**src/rtl/job_mailbox_pkg.sv**
```systemverilog
`default_nettype none
package job_mailbox_pkg;
  localparam int BUF_BYTES = 15;
  localparam int BUF_BITS = 8 * BUF_BYTES;
  localparam logic [3:0] STATUS_OFFSET = 4'hf;
  localparam int ST_DONE_OK = 0;
  localparam int ST_ACK = 1;
  localparam int ST_DATA_READY = 2;
  localparam int ST_UNUSED = 3;
  localparam int ST_ERR = 4;
  localparam int ST_UNCONF1 = 5;
  localparam int ST_UNCONF2 = 6;
  localparam int ST_EXPANSION = 7;
  localparam int ANNOUNCE_BIT = 7;
  localparam logic [7:0] JOB_REQUEST_RST = 8'h00;
  localparam logic [7:0] BUF_RST = 8'h00;
  localparam logic [7:0] ERRC_RST = 8'h00;
  localparam logic [7:0] JOB_READ_ERROR = 8'h01;
  localparam logic [7:0] JOB_READ_IRQ = 8'h31;
  localparam logic [7:0] JOB_RESET_COMM = 8'h40;
  localparam logic [2:0] GRP_CH1 = 3'h1;
  localparam logic [2:0] GRP_CH2 = 3'h2;
  localparam logic [3:0] SUB_POS_MULTI = 4'h0;
  localparam logic [3:0] SUB_INITIAL = 4'h1;
  localparam logic [3:0] SUB_TRACK_LAST = 4'h8;
  localparam logic [3:0] SUB_ZERO_OFFSET = 4'h9;
  localparam logic [3:0] SUB_CONTROL = 4'ha;
  localparam logic [3:0] SUB_READ_ACTUAL = 4'hb;
  localparam logic [3:0] SUB_CLOSE = 4'hd;
  localparam logic [7:0] ERRC_UNDEFINED = 8'h01;
  localparam logic [7:0] ERRC_UNCONFIGURED = 8'h02;

  typedef enum logic [1:0] {
    MODE_DECODE,
    MODE_COUNT,
    MODE_POSITION,
    MODE_EXPANSION
  } mode_e;

  typedef enum logic [3:0] {
    JOB_BAD,
    JOB_NOCHAN,
    JOB_ERRREAD,
    JOB_IRQREAD,
    JOB_RESET,
    JOB_LOAD,
    JOB_ANNOUNCE,
    JOB_STATREAD,
    JOB_CLOSE
  } job_e;

  typedef struct packed {
    logic cs;
    logic wr;
    logic rd;
    logic [3:0] addr;
    logic [7:0] wdata;
  } host_req_s;

  typedef struct packed {
    logic configured;
    mode_e mode;
  } chan_info_s;
endpackage
`default_nettype wire

```
**src/rtl/job_mailbox_host_port.sv**
```systemverilog
// Operation
// - Decode sixteen host byte offsets 0 to 15 above the module base.
// - Offsets 0 to 14 are a shared buffer, host reads and writes.
// - Offset 15 reads status and writes the job request register.
// - Read job: device fills buffer, then host reads it out.
// - One interchange per processing cycle; next cycle refused after a load.
// - Status bits 5 and 6 show channel 1 and 2 unconfigured.
// - Bit 4 flags pending error; job 01h reads code and clears it.
// - Bit 0 shows last cycle done without error, also after config.
// - Bit 1 acknowledges job recognition, meaningful after reset.
// - Bit 2 shows read data placed or written data fetched.
// - Bit 7 shows both channels in expansion mode; bit 3 unused.
// - Job 40h resets the communication state before new cycles.
// - Job 31h places both channels' interrupt request bytes in buffer.
// - Track limit codes per mode; counting uses 11h/21h initial count.
// - Codes 19h/29h zero offset, 1Ah/2Ah control bits.
// - Codes 1Bh/2Bh return actual value and status area.
// - Codes 1Dh/2Dh close a write interchange in decode and count.
// - Positioning: 10h/20h, 11h/21h positions 1-254, 18h/28h position 0.
// - Positioning: 40h resets or terminates the interchange.
`default_nettype none
module job_mailbox_host_port
  import job_mailbox_pkg::*;
#(
  parameter int CYCLE_CLKS = 16
) (
  input wire logic REF_CLK,
  input wire logic RST,
  input wire host_req_s HOST_REQ,
  output logic [7:0] HOST_RDATA,
  input wire chan_info_s CH1_INFO,
  input wire chan_info_s CH2_INFO,
  input wire logic [15:0] CH1_IRQ_BYTES,
  input wire logic [15:0] CH2_IRQ_BYTES,
  input wire logic [BUF_BITS-1:0] CH1_AREA,
  input wire logic [BUF_BITS-1:0] CH2_AREA,
  output logic ENGINE_STB,
  output logic [7:0] ENGINE_CODE,
  output logic [BUF_BITS-1:0] WR_IMAGE
);

  localparam int CW = (CYCLE_CLKS > 2) ? $clog2(CYCLE_CLKS) : 1;

  generate
    if (CYCLE_CLKS < 2) begin : g_bad_cycle
      $error("CYCLE_CLKS must be at least 2");
    end
  endgenerate

  // Load and close codes that the channel's mode accepts
  function automatic logic [1:0] mode_codes(input logic [3:0] sub,
                                            input mode_e mode);
    logic ld;
    logic cl;
    ld = 1'b0;
    cl = 1'b0;
    unique case (mode)
      MODE_DECODE: begin
        ld = (sub >= SUB_INITIAL && sub <= SUB_TRACK_LAST)
          || sub == SUB_ZERO_OFFSET
          || sub == SUB_CONTROL;
        cl = (sub == SUB_CLOSE);
      end
      MODE_COUNT: begin
        ld = (sub == SUB_INITIAL) || (sub == SUB_CONTROL);
        cl = (sub == SUB_CLOSE);
      end
      MODE_POSITION: begin
        ld = (sub == SUB_POS_MULTI) || (sub == SUB_INITIAL)
          || (sub == SUB_TRACK_LAST) || (sub == SUB_ZERO_OFFSET)
          || (sub == SUB_CONTROL);
        cl = 1'b0;
      end
      MODE_EXPANSION: begin
        ld = 1'b0;
        cl = 1'b0;
      end
    endcase
    return {cl, ld};
  endfunction

  function automatic job_e classify(input logic [7:0] code,
                                    input chan_info_s ci);
    logic [2:0] grp;
    logic [1:0] mc;
    job_e j;
    grp = code[6:4];
    mc = mode_codes(code[3:0], ci.mode);
    if (code == JOB_READ_ERROR) begin
      j = JOB_ERRREAD;
    end else if (code == JOB_READ_IRQ) begin
      j = JOB_IRQREAD;
    end else if (code == JOB_RESET_COMM) begin
      j = JOB_RESET;
    end else if (grp != GRP_CH1 && grp != GRP_CH2) begin
      j = JOB_BAD;
    end else if (!ci.configured) begin
      j = JOB_NOCHAN;
    end else if (mc[0]) begin
      j = code[ANNOUNCE_BIT] ? JOB_ANNOUNCE : JOB_LOAD;
    end else if (code[ANNOUNCE_BIT]) begin
      j = JOB_BAD;
    end else if (code[3:0] == SUB_READ_ACTUAL
                 && ci.mode != MODE_EXPANSION) begin
      j = JOB_STATREAD;
    end else if (mc[1]) begin
      j = JOB_CLOSE;
    end else begin
      j = JOB_BAD;
    end
    return j;
  endfunction

  logic [7:0] buf_reg [BUF_BYTES];
  logic [7:0] job_reg;
  logic [7:0] errc_reg;
  logic [CW-1:0] cyc_reg;
  logic pend_reg;
  logic ack_reg;
  logic done_reg;
  logic ready_reg;
  logic err_reg;
  logic refuse_reg;
  logic cfg1_reg;
  logic cfg2_reg;

  wire logic host_wr;
  wire logic host_rd;
  wire logic at_status;
  wire logic job_wr;
  wire logic buf_wr;
  wire logic tick;
  wire logic serve;
  wire logic fill;
  wire logic to_engine;
  wire logic completes;
  wire logic gives_data;
  wire logic fails;
  wire logic cfg_rise;
  wire logic expansion;
  wire logic ch2_sel;
  wire chan_info_s cur_info;
  wire job_e job_class;
  wire logic [3:0] byte_sel;
  wire logic [7:0] buf_rd;
  wire logic [7:0] status;
  wire logic [7:0] errc_next;
  wire logic [BUF_BITS-1:0] fill_image;

  // Host bus decode
  assign host_wr = HOST_REQ.cs & HOST_REQ.wr;
  assign host_rd = HOST_REQ.cs & HOST_REQ.rd;
  assign at_status = (HOST_REQ.addr == STATUS_OFFSET);
  assign job_wr = host_wr & at_status;
  assign buf_wr = host_wr & ~at_status;
  assign byte_sel = at_status ? 4'h0 : HOST_REQ.addr;
  assign buf_rd = buf_reg[byte_sel];

  // Job decode on the latched request
  assign ch2_sel = (job_reg[6:4] == GRP_CH2);
  assign cur_info = ch2_sel ? CH2_INFO : CH1_INFO;
  assign job_class = classify(job_reg, cur_info);

  // Internal processing cycle
  assign tick = (cyc_reg == CW'(CYCLE_CLKS - 1));
  // A job written in the same cycle defers service to keep it intact
  assign serve = tick & pend_reg & ~refuse_reg & ~job_wr;

  assign fill = serve & (job_class == JOB_ERRREAD
    || job_class == JOB_IRQREAD
    || job_class == JOB_STATREAD);
  assign to_engine = serve & (job_class == JOB_LOAD
    || job_class == JOB_CLOSE
    || job_class == JOB_RESET);
  assign gives_data = fill | (serve & job_class == JOB_LOAD);
  assign completes = gives_data | (serve & (job_class == JOB_CLOSE
    || job_class == JOB_RESET));
  assign fails = serve & (job_class == JOB_BAD
    || job_class == JOB_NOCHAN);
  assign errc_next = (job_class == JOB_NOCHAN) ? ERRC_UNCONFIGURED
    : ERRC_UNDEFINED;

  assign fill_image =
    (job_class == JOB_ERRREAD) ? {(BUF_BITS - 8)'(0), errc_reg}
    : (job_class == JOB_IRQREAD)
      ? {(BUF_BITS - 32)'(0), CH2_IRQ_BYTES, CH1_IRQ_BYTES}
      : ch2_sel ? CH2_AREA : CH1_AREA;

  assign cfg_rise = (CH1_INFO.configured & ~cfg1_reg)
    | (CH2_INFO.configured & ~cfg2_reg);
  assign expansion = CH1_INFO.configured & CH2_INFO.configured
    & (CH1_INFO.mode == MODE_EXPANSION)
    & (CH2_INFO.mode == MODE_EXPANSION);

  assign status[ST_DONE_OK] = done_reg;
  assign status[ST_ACK] = ack_reg;
  assign status[ST_DATA_READY] = ready_reg;
  assign status[ST_UNUSED] = 1'b0;
  assign status[ST_ERR] = err_reg;
  assign status[ST_UNCONF1] = ~CH1_INFO.configured;
  assign status[ST_UNCONF2] = ~CH2_INFO.configured;
  assign status[ST_EXPANSION] = expansion;

  always_ff @(posedge REF_CLK) begin
    if (RST || tick) begin
      cyc_reg <= '0;
    end else begin
      cyc_reg <= cyc_reg + 1'b1;
    end
  end

  always_ff @(posedge REF_CLK) begin
    if (RST) begin
      job_reg <= JOB_REQUEST_RST;
      pend_reg <= 1'b0;
      ack_reg <= 1'b0;
    end else if (job_wr) begin
      job_reg <= HOST_REQ.wdata;
      pend_reg <= 1'b1;
      ack_reg <= 1'b1;
    end else if (serve) begin
      pend_reg <= 1'b0;
    end
  end

  // A fresh job clears done and ready; a completing job sets done later, and a job that gives data also sets ready
  always_ff @(posedge REF_CLK) begin
    if (RST) begin
      done_reg <= 1'b0;
      ready_reg <= 1'b0;
    end else if (job_wr) begin
      done_reg <= 1'b0;
      ready_reg <= 1'b0;
    end else begin
      done_reg <= done_reg | completes | cfg_rise;
      ready_reg <= gives_data
        | (ready_reg & ~(serve & job_class == JOB_RESET));
    end
  end

  always_ff @(posedge REF_CLK) begin
    if (RST) begin
      err_reg <= 1'b0;
      errc_reg <= ERRC_RST;
    end else if (fails) begin
      err_reg <= 1'b1;
      errc_reg <= errc_next;
    end else if (serve && job_class == JOB_ERRREAD) begin
      err_reg <= 1'b0;
    end
  end

  always_ff @(posedge REF_CLK) begin
    if (RST) begin
      refuse_reg <= 1'b0;
    end else if (serve && job_class == JOB_LOAD) begin
      refuse_reg <= 1'b1;
    end else if (tick) begin
      refuse_reg <= 1'b0;
    end
  end

  always_ff @(posedge REF_CLK) begin
    if (RST) begin
      cfg1_reg <= 1'b0;
      cfg2_reg <= 1'b0;
    end else begin
      cfg1_reg <= CH1_INFO.configured;
      cfg2_reg <= CH2_INFO.configured;
    end
  end

  // Engine sees loads, closes and resets as a one-cycle strobe
  always_ff @(posedge REF_CLK) begin
    if (RST) begin
      ENGINE_STB <= 1'b0;
      ENGINE_CODE <= JOB_REQUEST_RST;
    end else begin
      ENGINE_STB <= to_engine;
      ENGINE_CODE <= to_engine ? job_reg : ENGINE_CODE;
    end
  end

  always_ff @(posedge REF_CLK) begin
    if (RST) begin
      HOST_RDATA <= BUF_RST;
    end else if (host_rd) begin
      HOST_RDATA <= at_status ? status : buf_rd;
    end
  end

  // Device fill wins over a host write to the same byte
  generate
    for (genvar i = 0; i < BUF_BYTES; i++) begin : g_buf
      always_ff @(posedge REF_CLK) begin
        if (RST) begin
          buf_reg[i] <= BUF_RST;
        end else if (fill) begin
          buf_reg[i] <= fill_image[8*i +: 8];
        end else if (buf_wr && HOST_REQ.addr == 4'(i)) begin
          buf_reg[i] <= HOST_REQ.wdata;
        end
      end
      assign WR_IMAGE[8*i +: 8] = buf_reg[i];
    end
  endgenerate

endmodule // job_mailbox_host_port
`default_nettype wire

```
**config.mk**
```make
export PLATFORM = sky130hd
export DESIGN_NAME = job_mailbox_host_port
export DESIGN_NICKNAME = d
export VERILOG_FILES = /design/src/rtl/job_mailbox_pkg.sv /design/src/rtl/job_mailbox_host_port.sv
export SDC_FILE = /design/constraint.sdc
export NUM_CORES = 1
export LEC_CHECK = 0
export BUFFER_PORTS_ARGS = -buffer_cell sky130_fd_sc_hd__buf_2
export CAP_MARGIN = 20
export CORE_UTILIZATION = 40
export CTS_CLUSTER_DIAMETER = 100
export DETAILED_ROUTE_END_ITERATION = 8
export MAX_ROUTING_LAYER = met4
export PLACE_DENSITY = 0.64
export SLEW_MARGIN = 25
export SYNTH_ARGS = -nofsm -noshare
export SYNTH_HDL_FRONTEND = slang
export SYNTH_SLANG_ARGS = --single-unit
export TNS_END_PERCENT = 1
```
**constraint.sdc**
```tcl
create_clock -name REF_CLK -period 5.2 [get_ports REF_CLK]
set_clock_uncertainty 0.05 [all_clocks]
set_input_delay 0.26 -clock REF_CLK [delete_from_list [all_inputs] [get_ports REF_CLK]]
set_output_delay 0.26 -clock REF_CLK [all_outputs]
set_load 0.05 [all_outputs]
```
==> out/results.tsv, run 1 <==
metric	value	unit
status	complete, no violations	
synth_cell_types	65	
coreArea	26880	um2
synth_cells	1305	
synthTopCellsByArea	edfxtp_1 33%, nand2_1 13%, dfxtp_1 7.1%	
clk_pin_slew	0.06	ns
power	0.003488	W
p_int	0.002367	W
dpl.hpwl	34.52	mm
fp-row-count	60	
track_usage	32.30	%
grt_pass1_wl	65.76	mm
fin_area	13820	um2
p_per_area	252.4	nW/um2
p_leak	6.361	nW
vias_per_cell	5.708	
grt_pass1_vias	10930	
required	5.16	ns
crit-reg2reg-capture	buf_reg[7][5]	
fin_setup_tns	0	ns
synth_edf_count	120	
die-area	27990	um2
cts-resized-gates	0	
largest_reg_flops	120	
drc	0	
grt_antenna_before_repair	1	
ir_worst_vdd	0.0001346	V
critPathKind	flip-flop to flip-flop	
drv_cap	0	
synth_top_flop_cell	edfxtp_1	
drive_above_1_share	31.05	%
ys_seq_area_share	40.11	%
netlist_area	10930	um2
finalSetupViolations	0	
num_io_pins	432	
min_path_type	input pin to flip-flop	
final_cell_mix	431 x buf_2, 363 x nand2_1, 120 x edfxtp_1	
syn_avg_cell_area	8.375	um2
synthToLayoutAreaGrowth	26.45	%
p_clk_share	36.3	%
worst_pin_slew	1.204	ns
yosysTopAreaCell	edfxtp_1	
wl_per_cell	21.96	um
yosys_warnings	0	
rsz0062_at_grt	no	
async_reset_ff_share	0	%
fin_hold_ws	0.07210	ns
dieWidth	167.3	um
cp_data_arrival_time	4.17	ns
drtPass1Iterations	5	
cts_tree	yes	
comb_power_share	21.1	%
nNetsFinal	1961	
end_kind	flip-flop	
initial_utilization	40.67	%
r2r_start	job_reg[4]	
sw_frac_of_total	32.15	%
drtAntennaViolNets	0	
period_needed	4.208	ns
synthesis.nets	1601	
ff2ff_path_depth	6	
hold_buffers	0	
layout_commonest_cell	buf_2	
drv_slew	0	
drt_wl_total	44.37	mm
postCtsSetupBuffers	0	
die_y	167.3	um
cp-endpoint	buf_reg[7][5]	
pwr-share-seq	42.6	%
final_hold_viol_count	0	
synth_seq_cells	159	
htree_levels	4	
numCtsBuffers	17	
rrSetupSlack	0.99	ns
portBuffers	431	
power.switching	0.001121	W
fmax	0.2376	GHz
clk_latency	0.44	ns
grt_max_degree	71	
crit_path_start_kind	flip-flop	
post-route-period-util	80.93	%
synth_top_area_share	32.97	%
cts_buffer_depth	2	
drt_iter0_markers	1208	
place_congestion	0.9007	
placedInstanceArea	13220	um2
slew_headroom	19.57	%
grt_overflow	0	
cts_sinks	159	
startpoint	job_reg[4]	
clockRootBuffer	clkbuf_16	
vias	11530	
worstPathMaxFanout	70	
worst min-delay path by stage:
stage                     slack [ns]  cells after the start   startpoint    endpoint
after detailed placement        0.39                      2   refuse_reg  refuse_reg
after global placement          0.39                      2   refuse_reg  refuse_reg
final                           0.07                      3  HOST_REQ[6]  job_reg[6]
after floorplan                 0.34                      1  CH1_INFO[2]    cfg1_reg
after global routing            0.09                      3  HOST_REQ[1]  job_reg[1]
after CTS                       0.06                      3  HOST_REQ[6]  job_reg[6]
area by class of cell:
class                   instances  area, um2
multi-input cells            1027       6076
clock buffers                  17      425.4
repair buffers                449       2305
well taps                     341      426.7
inverters                      11      41.29
clock inverters                15      158.9
fillers                      2655      13060
flip-flops and latches        159       4384
diodes                          1      2.502
cell usage after synthesis, types with 8 or more instances:
cell        n
a21o_1     31
a21oi_1   100
a22oi_1     8
buf_2      11
clkbuf_1   87
dfxtp_1    39
edfxtp_1  120
inv_1       9
mux2_1     51
mux2_2     12
mux2i_1    72
mux4_2     13
nand2_1   364
nand3_1    81
nor2_1    109
nor2b_1    20
o211ai_1   48
o21ai_0    33
metrics by stage:
step,instances,util (%),worst slack (ns)
4_1_cts,2019,51.37,1.071
3_3_place_gp,1987,49.18,1.218
3_5_place_dp,1987,49.20,1.084
2_1_floorplan,1305,-,2.159
5_1_grt,2020,51.42,0.6822
6_report,2020,51.42,0.9915
power groups by stage:
stage,clock network (W),logic (W),registers (W)
6_report,0.00127,0.000736,0.00149
3_5_place_dp,0,0.000731,0.00151
4_1_cts,0.00127,0.000733,0.00148
5_1_grt,0.00131,0.000778,0.00149
3_3_place_gp,0,0.000728,0.00151
2_1_floorplan,0,0.000235,0.00169
critical path, stage by stage, from the launching register on:
cell      delay [ns]
dfxtp_1         0.54
or3b_4          0.68
o211ai_1        0.27
a221oi_4        0.49
o31a_1          0.26
a211o_4         0.79
nand3_1         0.65
logic make-up (layout without fill, tap and decap cells):
kind of cell / Yosys count / count (layout) / share of synthesized area, %
AO/OA/AOI/OAI: 265 / 265 / 15.65
XOR/XNOR: 3 / 3 / 0.2405
multiplexers: 148 / 148 / 15.76
AND/OR/NAND/NOR: 610 / 610 / 23.46
flip-flops: 159 / 159 / 40.11
adder cells (fa/ha/maj): 1 / 1 / 0.1145
buffers and inverters: 119 / 492 / 4.659
other: 0 / 1 / 0
metal layers:
layer	vias up	wire (um)	global-route usage, %
met5	-	0	-
met4	0	1698	14.08
met3	97	3743	4.349
met2	673	21890	53.77
met1	5394	17030	39.16
li1	5367	-	-
Power figures use the tool's default switching activity.
==> run 2, diff against run 1 <==
==> constraint.sdc (replaced) <==
create_clock -name REF_CLK -period 4.3 [get_ports REF_CLK]
set_clock_uncertainty 0.05 [all_clocks]
set_input_delay 0.215 -clock REF_CLK [delete_from_list [all_inputs] [get_ports REF_CLK]]
set_output_delay 0.215 -clock REF_CLK [all_outputs]
set_load 0.05 [all_outputs]
==> run 2 against run 1 <==
Against the previous run:
- non-clock buffer count rose by 9
- critical path depth rose by 1
- flip-flop and latch count did not move
- combinational power rose by 21%
- sequential power rose by 21%
- via count rose by 0.54%
- cell area rose by 0.49%
- worst hold slack got worse by 0.044 ns
- cell count rose by 0.50%
- critical path type unchanged
- largest cell class unchanged
==> out/results.tsv, run 2 (synthesized netlist as in run 1, its figures left out) <==
metric	value	unit
crit_path_start_kind	flip-flop	
initial_utilization	40.67	%
drc	0	
crit_buf_inv	1	
grt_pass1_vias	10700	
layout_commonest_cell	buf_2	
drv_cap	0	
portBuffers	431	
drtPass1Iterations	5	
p_per_area	304.0	nW/um2
instances_no_fill	2030	
drv_slew	0	
vias	11590	
fin_setup_tns	0	ns
grt_max_degree	76	
crit-reg2reg-capture	buf_reg[2][4]	
track_usage	31.90	%
largest_reg_flops	120	
p_leak	6.398	nW
clk_pin_slew	0.06	ns
placedInstanceArea	13280	um2
fmax	0.2826	GHz
drt_wl_total	44.62	mm
cp.depth	7	
finalSetupViolations	0	
status	complete, no violations	
cp_data_arrival_time	3.51	ns
rrSetupSlack	0.76	ns
slew_headroom	18.20	%
placed_cells	1995	
dpl.hpwl	34.41	mm
coreArea	26880	um2
period_needed	3.539	ns
postCtsSetupBuffers	0	
startpoint	job_reg[5]	
slowest_delay	0.49	ns
drive_above_1_share	31.08	%
fin_area	13890	um2
ir_worst_vdd	0.0001550	V
die_y	167.3	um
nNetsFinal	1970	
die-area	27990	um2
drtAntennaViolNets	0	
grt_pass1_wl	64.84	mm
post-route-period-util	82.29	%
rsz0062_at_grt	no	
r2r_start	job_reg[5]	
required	4.27	ns
hold_buffers	0	
cp-endpoint	buf_reg[2][4]	
htree_levels	4	
synthToLayoutAreaGrowth	27.06	%
clk_latency	0.44	ns
min_path_type	input pin to flip-flop	
final_cell_mix	431 x buf_2, 363 x nand2_1, 120 x edfxtp_1	
fin_hold_ws	0.02840	ns
num_io_pins	432	
cp_slowest_cell	a211o_4	
worstPathMaxFanout	46	
worst_pin_slew	1.224	ns
crit_family	compound AO/OA/AOI/OAI gates	
cts-resized-gates	0	
clockRootBuffer	clkbuf_16	
vias_per_cell	5.711	
end_kind	flip-flop	
fp-row-count	60	
wl_per_cell	21.98	um
numCtsBuffers	17	
final_hold_viol_count	0	
grt_overflow	0	
cts_tree	yes	
critPathKind	flip-flop to flip-flop	
grt_antenna_before_repair	3	
ff2ff_path_depth	7	
drt_iter0_markers	1080	
place_congestion	0.9393	
cts_sinks	159	
dieWidth	167.3	um
crit_chain	nor3b_4, mux2i_1, a221oi_4, a2bb2oi_1, a211o_4, buf_16, o211ai_1	
cts_buffer_depth	2	
[run 2: through the flow]
step           worst slack [ns]  util (%)  power [W]
2_1_floorplan             1.259         -   0.002330
3_3_place_gp             0.6258     49.36   0.002707
3_5_place_dp             0.4864     49.40   0.002712
4_1_cts                  0.4402     51.54   0.004204
5_1_grt                  0.5791     51.67   0.004324
6_report                 0.7613     51.67   0.004222
[run 2: worst min-delay path by stage]
stage / endpoint / cells past startpoint / from
final: job_reg[6] / 3 / HOST_REQ[6]
after global placement: cyc_reg[0] / 1 / cyc_reg[0]
after global routing: job_reg[6] / 3 / HOST_REQ[6]
after CTS: job_reg[6] / 3 / HOST_REQ[6]
after detailed placement: cyc_reg[0] / 1 / cyc_reg[0]
after floorplan: cfg1_reg / 1 / CH1_INFO[2]
[run 2: worst register-to-register path: stages (launching register included)]
cell,delay (ns)
dfxtp_1,0.48
nor3b_4,0.40
mux2i_1,0.35
a221oi_4,0.16
a2bb2oi_1,0.41
a211o_4,0.49
buf_16,0.34
o211ai_1,0.46
[run 2: layout make-up]
cell class / instances / area [um2]
Clock inverter: 12 / 141.4
Clock buffer: 19 / 432.9
Inverter: 11 / 41.29
Timing Repair Buffer: 458 / 2380
Antenna cell: 3 / 7.507
Tap cell: 341 / 426.7
Fill cell: 2607 / 12990
Sequential cell: 159 / 4384
Multi-Input combinational cell: 1027 / 6073
[run 2: power by group]
group | switching (W) | total [W] | internal [W]
combinational | 0.000616 | 0.000892 | 0.000276
sequential | 0.0000714 | 0.00180 | 0.00173
clock | 0.000628 | 0.00153 | 0.000904
[run 2: per-layer routing]
| metal | GRT usage (%) | wire [um] | vias up |
|---|---|---|---|
| met2 | 53.57 | 22090 | 648 |
| li1 | - | - | 5378 |
| met1 | 38.98 | 17740 | 5498 |
| met4 | 12.25 | 1274 | 0 |
| met3 | 4.231 | 3512 | 69 |
| met5 | - | 0 | - |
